==> src/rtl/bmc_defines.svh <==
// Constants of the burst and restart mode controller: offsets, reset values, timing.
`ifndef BMC_DEFINES_SVH
`define BMC_DEFINES_SVH

// Clock period and documented times, in nanoseconds.
`define BMC_CLK_NS 4
`define BMC_DETECT_NS 1000000
`define BMC_BLANK_NS 20000000
`define BMC_SPIKE_NS 30000
`define BMC_BROWNOUT_NS 30000

// Extended overload blanking charge/discharge cycles.
`define BMC_OVL_CYCLES 9'h100

// Widths of timers and of the detection cycle counter.
`define BMC_TMR_W 24
`define BMC_CNT_W 16

// Register byte offsets on the APB.
`define BMC_OFF_CTRL 12'h000
`define BMC_OFF_STATUS 12'h004
`define BMC_OFF_COUNT 12'h008
`define BMC_OFF_THRESH 12'h00c

// Register reset values.
`define BMC_CTRL_RST 32'h0000_0001
`define BMC_THRESH_RST 32'h0040_1004

// Burst level codes: entry threshold 1.60 V, 1.42 V, 1.27 V, never.
`define BMC_LVL_HI 2'h0
`define BMC_LVL_MID 2'h1
`define BMC_LVL_LO 2'h2
`define BMC_LVL_NEVER 2'h3

`endif

==> src/rtl/bmc_pkg.sv <==
// Types of the burst and restart mode controller.
package bmc_pkg;
`include "bmc_defines.svh"

typedef logic [`BMC_TMR_W-1:0] bmc_tmr_t;
typedef logic [`BMC_CNT_W-1:0] bmc_cnt_t;

typedef enum logic [2:0] {
    MD_POWERUP, MD_DETECT, MD_NORMAL, MD_BURST, MD_ODD_SKIP, MD_ODD_SKIP_NS, MD_NON_SWITCH
} bmc_mode_t;

// Comparator and supply flags arriving from the analog side.
typedef struct packed {
    logic fb_hi;       // Feedback above 4.5 V.
    logic fb_lo;       // Feedback below 0.5 V.
    logic fb_burst;    // Feedback below the selected burst entry threshold.
    logic fb_wake;     // Feedback above 3.5 V.
    logic fb_sleep;    // Feedback below 3.2 V.
    logic fb_exit;     // Feedback above 4.0 V.
    logic bba_hi;      // Blanking capacitor above 4.5 V.
    logic bba_lo;      // Blanking capacitor below 0.9 V.
    logic vcc_ovp1;    // Supply above 20.5 V.
    logic vcc_ovp2;    // Supply above 25.5 V.
    logic brownout;
    logic ext_protect;
    logic overtemp;
    logic supply_ok;   // Supply lockout released.
    logic soft_start;
} bmc_cmp_t;

// Drive signals toward the analog side.
typedef struct packed {
    logic [1:0] entry_sel;
    logic [1:0] limit_sel;
    logic reduced_limit_en;
    logic bias_on;
    logic switch_en;
    logic burst_flag;
    logic detect_discharge_switch;
    logic bba_charge_en;
    logic bba_discharge_en;
} bmc_drv_t;

typedef struct packed {
    logic [27:0] rsvd;
    logic [1:0] ovr_lvl;
    logic ovr_en;
    logic burst_en;
} bmc_ctrl_t;

typedef struct packed {
    logic [7:0] rsvd;
    logic [7:0] lim_lo;
    logic [7:0] lim_mid;
    logic [7:0] lim_hi;
} bmc_thresh_t;

typedef struct packed {
    logic [21:0] rsvd;
    logic reduced;
    logic detect_done;
    logic parity;
    logic bias_on;
    logic burst_flag;
    logic [1:0] level;
    bmc_mode_t mode;
} bmc_status_t;

typedef struct packed {
    bmc_cmp_t s1;
    bmc_cmp_t s2;
    logic lock_prev;
    logic ss_prev;
    bmc_mode_t mode;
    logic detect_done;
    logic dis_latch;
    bmc_cnt_t det_cnt;
    bmc_tmr_t win_cnt;
    bmc_tmr_t blank_cnt;
    logic ext_on;
    logic bba_dis;
    logic [8:0] ovl_cnt;
    bmc_tmr_t spike_cnt;
    bmc_tmr_t bo_cnt;
    logic [1:0] level;
    logic burst_flag;
    logic bias_on;
    logic parity;
    logic cyc_on;
    bmc_ctrl_t ctrl;
    bmc_thresh_t thresh;
    logic [31:0] prdata;
} bmc_state_t;

endpackage

==> src/rtl/bmc_mode_ctrl.sv <==
// Burst level detection, burst operation and auto-restart sequencing with APB registers.
//
// Summary of operation
// Burst entry threshold 1.60, 1.42 or 1.27 V follows the detected level.
// In burst, peak limit drops to 0.45, 0.37 or 0.31 V by level.
// Smallest capacitor level: burst never entered, reduced limit always selected.
// Level detection runs once, first 1 ms after first supply release only.
// Detection waits while brownout or other protection is active before start-up.
// At 4.5 V count and discharge; at 0.5 V recharge; repeat until window ends.
// At window end the count picks and latches the burst level.
// Blanking counter zero normally; feedback below entry for 20 ms enters burst.
// Burst entry sets the burst flag and turns bias off.
// In burst, feedback above 3.5 V restores bias and switching at reduced limit.
// In burst, feedback down to 3.2 V turns bias off again.
// Feedback above 4.0 V leaves burst and restores the full current limit.
// Odd-skip: odd cycles idle and unchecked; even cycles check faults and switch.
// Odd-skip returns to normal only on a fault-free even cycle.
// Odd-skip non-switch: no switching at all; fault cleared on even cycle resumes.
// Supply over 20.5 V with high feedback in soft start, or 25.5 V: odd-skip.
// Feedback above 4.5 V for 20 ms then 256 blanking cycles: odd-skip.
// Brownout lasting 30 us enters non-switch restart.
// After overload blanking, a 30 us spike blank precedes odd-skip restart.
// Restart parity toggles on each supply release, cleared when back to normal.
// Every comparator input passes a two-stage synchroniser before use.
//
// Limitation: levels and limits are only selected here; the comparators,
// switches and current sources sit in the analog part.
//
// Decided for this implementation: the APB register port and the register addresses.
`timescale 1ns/10ps

module bmc_mode_ctrl
    import bmc_pkg::*;
#(
    parameter int DETECT_CYC = `BMC_DETECT_NS / `BMC_CLK_NS,
    parameter int BLANK_CYC = `BMC_BLANK_NS / `BMC_CLK_NS,
    parameter int SPIKE_CYC = `BMC_SPIKE_NS / `BMC_CLK_NS,
    parameter int BROWNOUT_CYC = `BMC_BROWNOUT_NS / `BMC_CLK_NS
) (
    input wire logic pclk,
    input wire logic presetn,
    input wire logic psel,
    input wire logic penable,
    input wire logic pwrite,
    input wire logic [11:0] paddr,
    input wire logic [31:0] pwdata,
    output logic [31:0] prdata,
    output logic pready,
    output logic pslverr,
    input wire bmc_cmp_t cmp_in,
    output bmc_drv_t drv
);

    bmc_state_t r;
    bmc_state_t n;
    bmc_cmp_t c;
    bmc_status_t st;
    logic [1:0] lvl;
    logic rise;
    logic ss_end;
    logic fd_en;
    logic burst_cond;
    logic ovl_cond;
    logic blank_done;
    logic ovl_done;
    logic ovl_trip;
    logic bo_trip;
    logic ovp;
    logic run_even;
    logic setup;
    logic wr;
    logic hit;

    // All state is one packed struct, so reset and capture share one process.
    // A counter that must hold reloads its own value through the copy n.

    // Only the second stage is read by the block's logic.
    // The first stage gets a full period to settle, so nothing taps it.
    assign c = r.s2;
    assign rise = c.supply_ok && !r.lock_prev;
    assign ss_end = r.ss_prev && !c.soft_start;
    assign lvl = r.ctrl.ovr_en ? r.ctrl.ovr_lvl : r.level;
    assign run_even = r.cyc_on && !r.parity && c.supply_ok;

    // Parity 1 marks an odd cycle; a cycle must have begun to count as even.

    // Fault detection runs in normal and burst operation and on even odd-skip cycles.
    assign fd_en = (r.mode == MD_NORMAL) || (r.mode == MD_BURST)
        || ((r.mode == MD_ODD_SKIP) && run_even);
    assign burst_cond = (r.mode == MD_NORMAL) && c.fb_burst && r.ctrl.burst_en
        && (lvl != `BMC_LVL_NEVER);
    assign ovl_cond = fd_en && c.fb_hi;
    assign blank_done = r.blank_cnt == bmc_tmr_t'(BLANK_CYC - 1);
    assign ovl_done = r.ovl_cnt == `BMC_OVL_CYCLES;
    assign ovl_trip = ovl_done && (r.spike_cnt == bmc_tmr_t'(SPIKE_CYC - 1));
    assign bo_trip = r.bo_cnt == bmc_tmr_t'(BROWNOUT_CYC - 1);
    assign ovp = c.vcc_ovp2 || (c.vcc_ovp1 && c.fb_hi && c.soft_start);

    // Overvoltage has no filter: a late trip lets the supply rise further.
    // The comparators carry their own hysteresis.

    assign setup = psel && !penable;
    assign wr = psel && penable && pwrite;
    assign hit = (paddr == `BMC_OFF_CTRL) || (paddr == `BMC_OFF_STATUS)
        || (paddr == `BMC_OFF_COUNT) || (paddr == `BMC_OFF_THRESH);

    // A gap in the map reads zero and drops writes.

    // Reserved status bits read zero, so software may compare whole words.
    // The reduced-limit bit mirrors the pin, not a stored copy.
    always_comb begin
        st = '0;
        st.mode = r.mode;
        st.level = lvl;
        st.burst_flag = r.burst_flag;
        st.bias_on = r.bias_on;
        st.parity = r.parity;
        st.detect_done = r.detect_done;
        st.reduced = drv.reduced_limit_en;
    end

    always_comb begin
        n = r;
        n.s1 = cmp_in;
        n.s2 = r.s1;
        n.lock_prev = c.supply_ok;
        n.ss_prev = c.soft_start;

        // Edge detectors reset to zero, the idle level of their inputs,
        // so no false edge follows reset.

        // Shared blanking timer: burst entry and overload never hold at once.
        // It stops at its last count, so blank_done holds.
        if (!(burst_cond || ovl_cond)) begin
            n.blank_cnt = '0;
        end else if (!blank_done) begin
            n.blank_cnt = r.blank_cnt + bmc_tmr_t'(1);
        end

        // Extended overload blanking on the blanking capacitor.
        // One count per discharge and recharge; feedback dropping below
        // the overload level abandons the whole sequence.
        if (!ovl_cond) begin
            n.ext_on = 1'b0;
            n.bba_dis = 1'b0;
            n.ovl_cnt = '0;
            n.spike_cnt = '0;
        end else if (blank_done && !r.ext_on) begin
            n.ext_on = 1'b1;
            n.bba_dis = 1'b1;
        end else if (r.ext_on && !ovl_done) begin
            if (r.bba_dis && c.bba_lo) begin
                n.bba_dis = 1'b0;
            end else if (!r.bba_dis && c.bba_hi) begin
                n.bba_dis = 1'b1;
                n.ovl_cnt = r.ovl_cnt + 9'h001;
            end
        end else if (ovl_done && !ovl_trip) begin
            n.spike_cnt = r.spike_cnt + bmc_tmr_t'(1);
        end

        // Brownout persistence filter.
        // The lower bound of the window is used so no real brownout is missed.
        // Shorter glitches are ignored.
        if (!(fd_en && c.brownout)) begin
            n.bo_cnt = '0;
        end else if (!bo_trip) begin
            n.bo_cnt = r.bo_cnt + bmc_tmr_t'(1);
        end

        // A restart cycle begins at each supply release and ends when it drops.
        // Parity counts releases only inside a restart mode.
        if (!c.supply_ok) begin
            n.cyc_on = 1'b0;
        end else if (rise) begin
            n.cyc_on = 1'b1;
        end
        if (rise && (r.mode inside {MD_ODD_SKIP, MD_ODD_SKIP_NS, MD_NON_SWITCH})) begin
            n.parity = !r.parity;
        end

        // Mode steps come first; the fault block below may override them.
        // Each mode keeps its own exit so priorities stay visible.

        unique case (r.mode)
            MD_POWERUP: begin
                // Protection pending before start-up holds detection back.
                // A later release after detection goes straight to normal.
                if (c.supply_ok && !c.brownout && !c.ext_protect) begin
                    if (r.detect_done) begin
                        n.mode = MD_NORMAL;
                    end else begin
                        n.mode = MD_DETECT;
                        n.win_cnt = '0;
                        n.det_cnt = '0;
                        n.dis_latch = 1'b0;
                    end
                end
            end

            MD_DETECT: begin
                n.win_cnt = r.win_cnt + bmc_tmr_t'(1);
                if (!r.dis_latch && c.fb_hi) begin
                    n.dis_latch = 1'b1;
                    // The count saturates, so a tiny capacitor never
                    // aliases to a large one.
                    if (r.det_cnt != '1) begin
                        n.det_cnt = r.det_cnt + bmc_cnt_t'(1);
                    end
                end else if (r.dis_latch && c.fb_lo) begin
                    n.dis_latch = 1'b0;
                end
                // The window runs from entry, so a postponed detection
                // still gets its full length.
                if (r.win_cnt == bmc_tmr_t'(DETECT_CYC - 1)) begin
                    // Large capacitor charges slowly, so few cycles mean the high level.
                    if (r.det_cnt < bmc_cnt_t'(r.thresh.lim_hi)) begin
                        n.level = `BMC_LVL_HI;
                    end else if (r.det_cnt < bmc_cnt_t'(r.thresh.lim_mid)) begin
                        n.level = `BMC_LVL_MID;
                    end else if (r.det_cnt < bmc_cnt_t'(r.thresh.lim_lo)) begin
                        n.level = `BMC_LVL_LO;
                    end else begin
                        n.level = `BMC_LVL_NEVER;
                    end
                    n.detect_done = 1'b1;
                    n.dis_latch = 1'b0;
                    n.mode = MD_NORMAL;
                    n.bias_on = 1'b1;
                end
            end

            MD_NORMAL: begin
                // Flag, bias and mode change on the same edge.
                if (burst_cond && blank_done) begin
                    n.mode = MD_BURST;
                    n.burst_flag = 1'b1;
                    n.bias_on = 1'b0;
                end
            end

            MD_BURST: begin
                // Exit outranks wake and wake outranks sleep, since the
                // comparator levels nest.
                if (c.fb_exit) begin
                    n.mode = MD_NORMAL;
                    n.burst_flag = 1'b0;
                    n.bias_on = 1'b1;
                end else if (c.fb_wake) begin
                    n.bias_on = 1'b1;
                end else if (c.fb_sleep) begin
                    n.bias_on = 1'b0;
                end
            end

            MD_ODD_SKIP: begin
                // Leaving at soft start end gives the even cycle
                // its full fault check first.
                if (run_even && ss_end) begin
                    n.mode = MD_NORMAL;
                end
            end

            MD_ODD_SKIP_NS: begin
                // Switching stays off; fault detection is off too, and only overtemperature is checked on even cycles.
                if (run_even && !c.overtemp) begin
                    n.mode = MD_NORMAL;
                end
            end

            MD_NON_SWITCH: begin
                // Any started cycle with the cause gone resumes.
                if (r.cyc_on && c.supply_ok && !c.brownout && !c.ext_protect) begin
                    n.mode = MD_NORMAL;
                end
            end
        endcase

        // A return from any restart mode restores bias and clears parity.
        if (n.mode == MD_NORMAL && r.mode != MD_NORMAL && r.mode != MD_BURST) begin
            n.parity = 1'b0;
            n.bias_on = 1'b1;
            n.burst_flag = 1'b0;
        end

        // Faults outrank every mode step above; a new trip restarts the parity.
        // Overtemperature wins: its restart never switches, the safe choice.
        // All timers restart so the next even cycle counts afresh.
        if (fd_en && (c.overtemp || ovp || ovl_trip || bo_trip || c.ext_protect)) begin
            if (c.overtemp) begin
                n.mode = MD_ODD_SKIP_NS;
            end else if (ovp || ovl_trip) begin
                n.mode = MD_ODD_SKIP;
            end else begin
                n.mode = MD_NON_SWITCH;
            end
            n.parity = 1'b0;
            n.cyc_on = 1'b0;
            n.burst_flag = 1'b0;
            n.bias_on = 1'b0;
            n.blank_cnt = '0;
            n.ext_on = 1'b0;
            n.bba_dis = 1'b0;
            n.ovl_cnt = '0;
            n.spike_cnt = '0;
            n.bo_cnt = '0;
        end

        // Register access: write at the access edge, read data captured in setup.
        // Capturing in setup keeps prdata a plain register output.
        if (wr && paddr == `BMC_OFF_CTRL) begin
            n.ctrl = bmc_ctrl_t'(pwdata);
            n.ctrl.rsvd = '0;
        end
        if (wr && paddr == `BMC_OFF_THRESH) begin
            n.thresh = bmc_thresh_t'(pwdata);
            n.thresh.rsvd = '0;
        end
        if (setup) begin
            unique case (paddr)
                `BMC_OFF_CTRL: n.prdata = r.ctrl;
                `BMC_OFF_STATUS: n.prdata = st;
                `BMC_OFF_COUNT: n.prdata = {{(32 - `BMC_CNT_W){1'b0}}, r.det_cnt};
                `BMC_OFF_THRESH: n.prdata = r.thresh;
                default: n.prdata = '0;
            endcase
        end
    end

    // Reset zeroes every field except the mode, the level, which reads
    // as never until detection has run, and the two registers.

    always_ff @(posedge pclk or negedge presetn) begin
        if (!presetn) begin
            r <= '0;
            r.mode <= MD_POWERUP;
            r.level <= `BMC_LVL_NEVER;
            r.ctrl <= `BMC_CTRL_RST;
            r.thresh <= `BMC_THRESH_RST;
        end else begin
            r <= n;
        end
    end

    // The slave never stretches a transfer, so pready is tied high.

    assign prdata = r.prdata;
    assign pready = 1'b1;
    assign pslverr = psel && penable && !hit;

    always_comb begin
        // Threshold and limit pins share one code, so they never disagree.

        drv.entry_sel = lvl;
        drv.limit_sel = lvl;
        drv.reduced_limit_en = r.burst_flag || (lvl == `BMC_LVL_NEVER);
        drv.bias_on = r.bias_on;
        drv.burst_flag = r.burst_flag;
        // Switching in burst only while bias is up; odd-skip switches on even cycles only.
        drv.switch_en = c.supply_ok && ((r.mode == MD_NORMAL)
            || ((r.mode == MD_BURST) && r.bias_on)
            || ((r.mode == MD_ODD_SKIP) && run_even));

        // The discharge switch follows its latch directly, free of glitches; the blanking pins also gate on ovl_done.
        drv.detect_discharge_switch = r.dis_latch;
        drv.bba_charge_en = r.ext_on && !r.bba_dis && !ovl_done;
        drv.bba_discharge_en = r.ext_on && r.bba_dis && !ovl_done;
    end

endmodule

==> config.mk <==
export PLATFORM = sky130hd
export DESIGN_NAME = bmc_mode_ctrl
export DESIGN_NICKNAME = d
export VERILOG_FILES = /design/src/rtl/bmc_pkg.sv /design/src/rtl/bmc_mode_ctrl.sv
export VERILOG_INCLUDE_DIRS = /design/src /design/src/rtl
export SDC_FILE = /design/constraint.sdc
export NUM_CORES = 1
export LEC_CHECK = 0
export BUFFER_PORTS_ARGS = -buffer_cell sky130_fd_sc_hd__clkbuf_2
export CAP_MARGIN = 20
export CORE_UTILIZATION = 50
export CTS_BUF_LIST = sky130_fd_sc_hd__clkbuf_2 sky130_fd_sc_hd__clkbuf_4 sky130_fd_sc_hd__clkbuf_8
export DETAILED_ROUTE_END_ITERATION = 8
export GPL_TIMING_DRIVEN = 0
export PLACE_DENSITY = 0.69
export SYNTH_ARGS = -nofsm -noshare
export SYNTH_HDL_FRONTEND = slang
export SYNTH_SLANG_ARGS = --single-unit
==> constraint.sdc <==
create_clock -name pclk -period 5.88 [get_ports pclk]
set_input_delay 0.294 -clock pclk [delete_from_list [all_inputs] [get_ports pclk]]
set_output_delay 0.294 -clock pclk [all_outputs]
set_load 0.05 [all_outputs]
# ---- After elaboration in Yosys (flattened, before gate mapping)
# Index checks and enable logic that the tools add are counted.
dict set report totals {
  register_bits 226
  inputBits 64
  output_inout_bits 45
  wordCells 245
}
dict set report classes {
  addsub 6
  order_cmp 3
  n_eq_ne 41
  muxes 52
  n_reduce_logical 88
}
# operator n
set ops {}
lappend ops {{24-bit two-way mux} 6}
lappend ops {{24-bit by 1-bit adder with 24-bit output, second input constant} 4}
lappend ops {{24-bit one-hot mux with 4 select lines} 1}
lappend ops {{83-bit two-way mux} 1}
lappend ops {{41-bit two-way mux} 2}
lappend ops {{41-bit one-hot mux with 2 select lines} 1}
lappend ops {{24-bit by 13-bit equality test with 1-bit output, second input constant} 2}
lappend ops {{16-bit by 8-bit < comparator with 1-bit output} 3}
lappend ops {{1-bit logical AND} 44}
lappend ops {{35-bit two-way mux} 1}
lappend ops {{33-bit two-way mux} 1}
lappend ops {{16-bit two-way mux} 2}
lappend ops {{12-bit by 4-bit equality test with 1-bit output, second input constant} 2}
lappend ops {{24-bit by 18-bit equality test with 1-bit output, second input constant} 1}
lappend ops {{24-bit by 23-bit equality test with 1-bit output, second input constant} 1}
lappend ops {{3-bit two-way mux} 8}
lappend ops {{3-bit by 2-bit inequality test with 1-bit output, second input constant} 7}
lappend ops {{3-bit one-hot mux with 7 select lines} 1}
lappend ops {{10-bit two-way mux} 2}
lappend ops {{16-bit by 1-bit adder with 16-bit output, second input constant} 1}
lappend ops {{16-bit inequality test, second input constant} 1}
lappend ops {{1-bit logical OR} 15}
lappend ops {{3-bit by 1-bit inequality test with 1-bit output, second input constant} 5}
lappend ops {{1-bit two-way mux} 14}
lappend ops {{29 further kinds} 64}

# ---- Logic depth before layout (Yosys ltp)
# Gate-level depths: netlist (run 1).
dict set report logic_depth {
  word_depth 12
  depth_mapped 11
  ltp_nobuf 9
}

# ---- Worst setup path after synthesis (run 1)
# OpenSTA, ideal clock, no wires.
dict set report synth_timing {
  path_type {reg-to-reg}
  from {register r[150] in the netlist's numbering}
  to {register r[156] in the netlist's numbering}
  setup_ns 0.121
  t_arrival_ns 2.908
  required_time_ns 5.759
  slack_ns 2.851
  path_stages_with_launch 10
  n_path_buf 0
  period_less_slack_ns 3.029
  cell_sequence {dfrtp_1 > inv_1 > ha_1 > nor4b_1 > a211oi_1 > and3_1 > and3_1 > nand3_1 > xor2_1 > nor2_1}
}
dict set report synth_between {
  elab_chain_cells 8
  elab_cells_between_ends 20
  classes_between {add/sub: 1; eq/ne: 5; mux: 6; reduce/logical: 8}
}
# element line_no
set synth_lines {}
lappend synth_lines {{start: declaration} bmc_mode_ctrl.sv:54} ;# bmc_state_t r;
lappend synth_lines {{start signal: assignment} bmc_mode_ctrl.sv:341} ;# r <= n;
lappend synth_lines {{parallel branches: the longest is 8 deep, another holds 9-bit by 1-bit adder with 9-bit output} n/a}
# Several ways; the timed one is not identified. The select of a mux whose other input is x is not followed.
# A chain may end at the register's enable or synchronous reset.

# ---- Final worst setup path (run 1)
dict set report layout_timing {
  from {register r[131] in the netlist's numbering}
  to {register r[114] in the netlist's numbering}
}
dict set report layout_between {
  elab_chain_cells 7
  elab_cells_between_ends 8
  classes_between {eq/ne: 2; mux: 1; reduce/logical: 5}
}
# element line_no
set layout_lines {}
lappend layout_lines {{24-bit by 13-bit equality test with 1-bit output (*)} bmc_mode_ctrl.sv:95} ;# assign ovl_trip = ovl_done && (r.spike_cnt == bmc_tmr_t'(SPIKE_CYC - 1));
lappend layout_lines {{1-bit logical AND (*)} bmc_mode_ctrl.sv:95}
lappend layout_lines {{1-bit logical OR (*) (3 in a row)} bmc_mode_ctrl.sv:289} ;# if (fd_en && (c.overtemp || ovp || ovl_trip || bo_trip || c.ext_protect)) begin
lappend layout_lines {{1-bit logical AND (*)} bmc_mode_ctrl.sv:289}
lappend layout_lines {{3-bit by 2-bit inequality test with 1-bit output (no source line) or 83-bit two-way mux (tied branches)} n/a}
# Every way passes the cells marked *; elsewhere a longest branch is shown, timed or not.

==> results of run 1 <==
==> cell usage after synthesis, types with 10 or more instances <==
master and count:
and3_1 20, and4_1 10, inv_1 45, xnor2_1 52, nor3_1 13, clkbuf_1 23
mux2i_1 13, nand3_1 42, xor2_1 57, buf_4 38, nand4_1 27, or3_1 12
a21oi_1 21, ha_1 28, nand2_1 106, a22o_1 11, dfrtp_1 212, buf_2 14
mux2_2 10, nor4_1 22, o21ai_0 56, nor2_1 165
==> logic make-up after synthesis <==
kind of cell    count (synthesis)
fa+ha+maj                      28
mux                            27
buf+inv                       120
other cells                     2
xor+xnor                      109
flops                         218
compound gates                135
simple gates                  469
==> power groups by stage <==
stage                     Combinational (W)  Clock (W)  Sequential [W]
after floorplan                    0.000299          0         0.00162
after global placement             0.000417          0         0.00163
after detailed placement           0.000428          0         0.00164
after CTS                          0.000450    0.00150         0.00161
after global routing               0.000496    0.00156         0.00162
final                              0.000447    0.00146         0.00161
==> tightest hold or removal path, stage by stage <==
cell and delay, ns:
clkbuf_2 0.08, nand2_1 0.07, o21ai_0 0.09
==> worst max-delay path by stage <==
stage | end | slack, ns | cells past startpoint
after global placement | r[132] | 0.26 | 1
after detailed placement | r[121] | 2.81 | 9
after global routing | r[123] | 2.52 | 9
after floorplan | r[156] | 2.85 | 9
final | r[114] | 2.77 | 9
after CTS | r[121] | 2.79 | 9
==> state kept, by name, indices dropped and copies added, names as in the netlist <==
signal	count
prdata	24
n	15
c	15
r	161
drv	3
==> layout make-up <==
class | instances | area share, %
Buffer | 75 | 3.41
Clock buffer | 61 | 5.80
Clock inverter | 8 | 0.502
Inverter | 45 | 1.30
Multi-Input combinational cell | 777 | 37.3
Sequential cell | 218 | 42.1
Tap cell | 275 | 2.65
Timing Repair Buffer | 131 | 6.94
==> timing repair <==
action	4_1_cts	5_1_grt
hold buffers	38	0
endpoints found under the hold margin	98	0
buffers inserted	0	0
==> metal layers <==
metal | up-vias | share of wire (%)
met5 | - | 0
met4 | 0 | 2.1
met3 | 39 | 5.0
met2 | 206 | 46
met1 | 4025 | 47
li1 | 4130 | -
==> metrics by stage <==
step / cell area, µm² / total power [W] / util (%) / setup slack [ns] / cells
finish: 13000 / 0.00351 / 61.3 / 2.77 / 1590
global route: 13000 / 0.00368 / 61.3 / 2.52 / 1590
floorplan: 10900 / 0.00191 / - / 2.85 / 1115
global placement: 11700 / 0.00205 / 55.3 / 0.258 / 1481
detailed placement: 11800 / 0.00206 / 55.6 / 2.81 / 1483
CTS: 13000 / 0.00356 / 61.3 / 2.79 / 1590
==> metrics.csv, run 1 <==
metric,value,unit
post_cts_resized,0,
r2r_cells,9,
grt_use_met1,30.9,%
global_route.usage.total,22.4,%
die-area,22400,µm²
cp_slowest_cell,or4b_2,
root_buffer,clkbuf_8,
cp_num_buf_inv,2,
port_buffers,91,
max_slew.worst_pin.slew,0.965,ns
p_int,0.00259,W
cpPeakStageDelay,0.67,ns
fill_cells,1803,
grt_pass1_wl,40.2,mm
synth-seq-cells,218,
clk_latency,0.53,ns
hold_violations,0,
power_switching,0.000927,W
syn_area,10900,µm²
htree_num_levels,2,
worstReg2RegEnd,r[114],
final_common_cell,dfrtp_1,
critPathKind,flip-flop to flip-flop,
whs,0.0423,ns
synthMuxAreaShare,3.06,%
reg2reg_from,r[131],
synthAdderAreaFrac,3.22,%
max-cap-violations,0,
synth-edff-count,0,
post-dp-hpwl,16.6,mm
p_seq_share,45.8,%
grt_pass1_vias,8279,
skew,0.0263,ns
ys.flop_type,dfrtp_1,
min_path_type,primary input to flip-flop,
async_flop_share,100,%
status,"finished, final reports clean",
mostFrequentLayoutCells,"dfrtp_1 (212), nor2_1 (165), nand2_1 (106)",
comb_power_share,12.7,%
grtUsageMet3,3.17,%
setup_violations,0,
fin_crit_sh,52.9,%
initial_utilization,51.4,%
setup.worst_path.end_class,flip-flop,
syn_avg_cell_area,9.82,µm²
tns,0,ns
hold_end,r[36],
synth_top_cell_by_area,dfrtp_1,
die_h,150,µm
routed_wl,23.6,mm
start_kind,flip-flop,
drive_gt1_share,19.1,%
fin_crit,3.11,ns
n_antenna_cell,0,
grt_busiest_layer,met2,
ant_nets,0,
ys_warn_count,0,
postSynthCellCount,1108,
drc,0,
reg2reg_slack,2.77,ns
max-slew-margin-rel,35.1,%
synth_cell_types,64,
cts_tree,built,
syn_to_final_growth,19.2,%
synth-compound-area-share,7.90,%
drv_slew,0,
worstPathRequired,6.27,ns
die_x,150,µm
peakVddDrop,216,µV
seq_area_frac_synth,50.2,%
hold_start,pwdata[4],
crit_chain,or4b_2 -> nor4_1 -> nand4_1 -> o21ai_0 -> or3_1 -> or2_2 -> clkbuf_1 -> buf_2 -> nor2_1,
regArea,5460,µm²
clk_pin_slew,0.06,ns
p_leak,5.99,nW
antenna_found_initial,0,
routedWlPerCell,14.9,µm
core,21200,µm²
min_delay_path_depth,3,
fin_nets,1378,
synth_xor_area_share,8.78,%
crit_start,r[131],
swShare,26.4,%
gp_congestion,0.854,
io_pins,109,
row_count,53,
cts_made_buffers,38,
yosysTopAreaCellShare,48.8,%
grt_use_met2,36.0,%
clk_path_buf_depth,3,
vias,8400,
grt_max_degree,80,
cp_top_family,simple AND/OR/NAND/NOR gates,
p_clk_share,41.5,%
rsz0062_at_grt,false,
drtIter0Drc,398,
gr-total-overflow,0,
multiInputGateArea,4830,µm²
path_max_fanout,10,
first_pass_iters,5,
critPathArrivalTime,3.50,ns
synth_area_leaders,"dfrtp_1 (49%), nor2_1 (5.7%), xor2_1 (4.6%)",
synth_top_family_by_area,simple AND/OR/NAND/NOR gates,
vias_per_cell,5.28,
timing.fmax,321,MHz
power_density,271,nW/µm²
clock_sinks,218,
yosys.area_share.simple,21.1,%
No activity file was read; power rests on OpenSTA's default activity.
==> run 2, diff against run 1 <==
clock period = 3 ns   (was 5.88 ns; I/O delays follow)
==> metrics.csv, run 2 (synthesized netlist as in run 1, its figures left out) <==
metric,value,unit
status,"finished, final reports clean",
min_delay_path_depth,5,
clk_path_buf_depth,3,
syn_to_final_growth,19.9,%
core,21200,µm²
drv_slew,0,
timing.fmax,356,MHz
drc,0,
max-cap-violations,0,
final_util,61.7,%
antenna_found_initial,0,
final_common_cell,dfrtp_1,
gr-total-overflow,0,
mostFrequentLayoutCells,"dfrtp_1 (212), nor2_1 (165), nand2_1 (106)",
first_pass_iters,5,
whs,0.0895,ns
grt_pass1_vias,8117,
setup_violations,0,
power_density,537,nW/µm²
reg2reg_slack,0.19,ns
cts_made_buffers,36,
grt_busiest_layer,met2,
clk_latency,0.53,ns
routed_wl,23.7,mm
io_pins,109,
grt_use_met2,34.8,%
reg2reg_from,r[102],
row_count,53,
ant_nets,0,
drive_gt1_share,19.1,%
p_leak,6.01,nW
critPathKind,flip-flop to flip-flop,
critPathArrivalTime,3.21,ns
skew,0.0266,ns
die_x,150,µm
global_route.usage.total,22.2,%
root_buffer,clkbuf_8,
worstReg2RegEnd,r[123],
setup.worst_path.end_class,flip-flop,
hold_end,r[34],
largest_reg_flops,161,
grt_max_degree,109,
hold_violations,0,
r2r_cells,9,
drtIter0Drc,448,
fin_crit_sh,93.6,%
gp_congestion,0.840,
worstPathRequired,3.40,ns
grt_pass1_wl,40.0,mm
peakVddDrop,287,µV
cts_tree,built,
die_h,150,µm
rsz0062_at_grt,false,
port_buffers,91,
start_kind,flip-flop,
fin_crit,2.81,ns
max-slew-margin-rel,40.0,%
n_antenna_cell,0,
min_path_type,primary input to flip-flop,
routedWlPerCell,14.9,µm
die-area,22400,µm²
path_max_fanout,10,
fin_nets,1378,
grtUsageMet3,3.90,%
vias_per_cell,5.32,
htree_num_levels,2,
vias,8445,
hold_start,pwrite,
top_register,r,
initial_utilization,51.4,%
post-dp-hpwl,16.4,mm
max_slew.worst_pin.slew,0.892,ns
clk_pin_slew,0.07,ns
grt_use_met1,31.9,%
clock_sinks,218,
[run 2: cell count changes in the layout (fill, tap and decap cells not counted), sizes merged]
cell | before | now
inv | 45 | 46
buf | 54 | 53
dlygate4sd3 | 38 | 40
clkbuf | 175 | 169
clkinv | 7 | 6
bufinv | 1 | 4
[run 2: timing repair]
item	CTS	global route
setup endpoints to repair	70	70
resized for setup	1	6
hold buffers	40	0
pin swaps	0	1
hold endpoints to repair	88	0
setup buffers	0	1
gates cloned	0	0
[run 2: routing by layer]
metal | wire length [µm] | part of all wire [%]
met1 | 11400 | 48
met5 | 0 | 0
met3 | 1040 | 4.4
met4 | 347 | 1.5
met2 | 10900 | 46
[run 2: area by class of cell]
type | count | area, µm²
fillers | 1756 | 8110
flip-flops and latches | 218 | 5460
multi-input cells | 777 | 4870
repair buffers | 134 | 927
clock buffers | 54 | 674
plain buffers | 74 | 443
well taps | 275 | 344
inverters | 45 | 169
clock inverters | 11 | 159
[run 2: worst max-delay path by stage]
stage,slack [ns],startpoint,end,depth (start not counted)
2_1_floorplan,0.46,r[185],drv[3],8
3_3_place_gp,-2.53,presetn,r[166],1
3_5_place_dp,-0.13,r[102],r[102],9
4_1_cts,0.06,r[131],r[113],9
5_1_grt,0.09,r[131],r[104],9
6_report,0.19,r[102],r[123],9
[run 2: worst max-delay path, stage by stage (launching register included)]
cell and delay [ns]:
dfrtp_1 0.43, ha_1 0.20, inv_1 0.06, or4_1 0.58
nor4_4 0.42, or3_1 0.26, or2_2 0.16, clkbuf_1 0.23
buf_2 0.27, nor2_1 0.07
[run 2: power breakdown]
group	total [W]	leakage (nW)	internal, W	switching (W)
clock	0.00296	0.444	0.00179	0.00117
sequential	0.00316	2.84	0.00304	0.000118
combinational	0.000882	2.72	0.000355	0.000527
[run 2: through the flow]
stage               setup slack, ns  TNS (ns)  instances  instance area, µm²  total power, W
floorplan                     0.462         0       1115               10900         0.00375
global placement              -2.53   -540.28       1481               11700         0.00402
detailed placement           -0.129     -4.29       1483               11800         0.00404
CTS                          0.0578         0       1588               13000         0.00709
global route                 0.0856         0       1588               13000         0.00736
finish                        0.193         0       1588               13000         0.00700
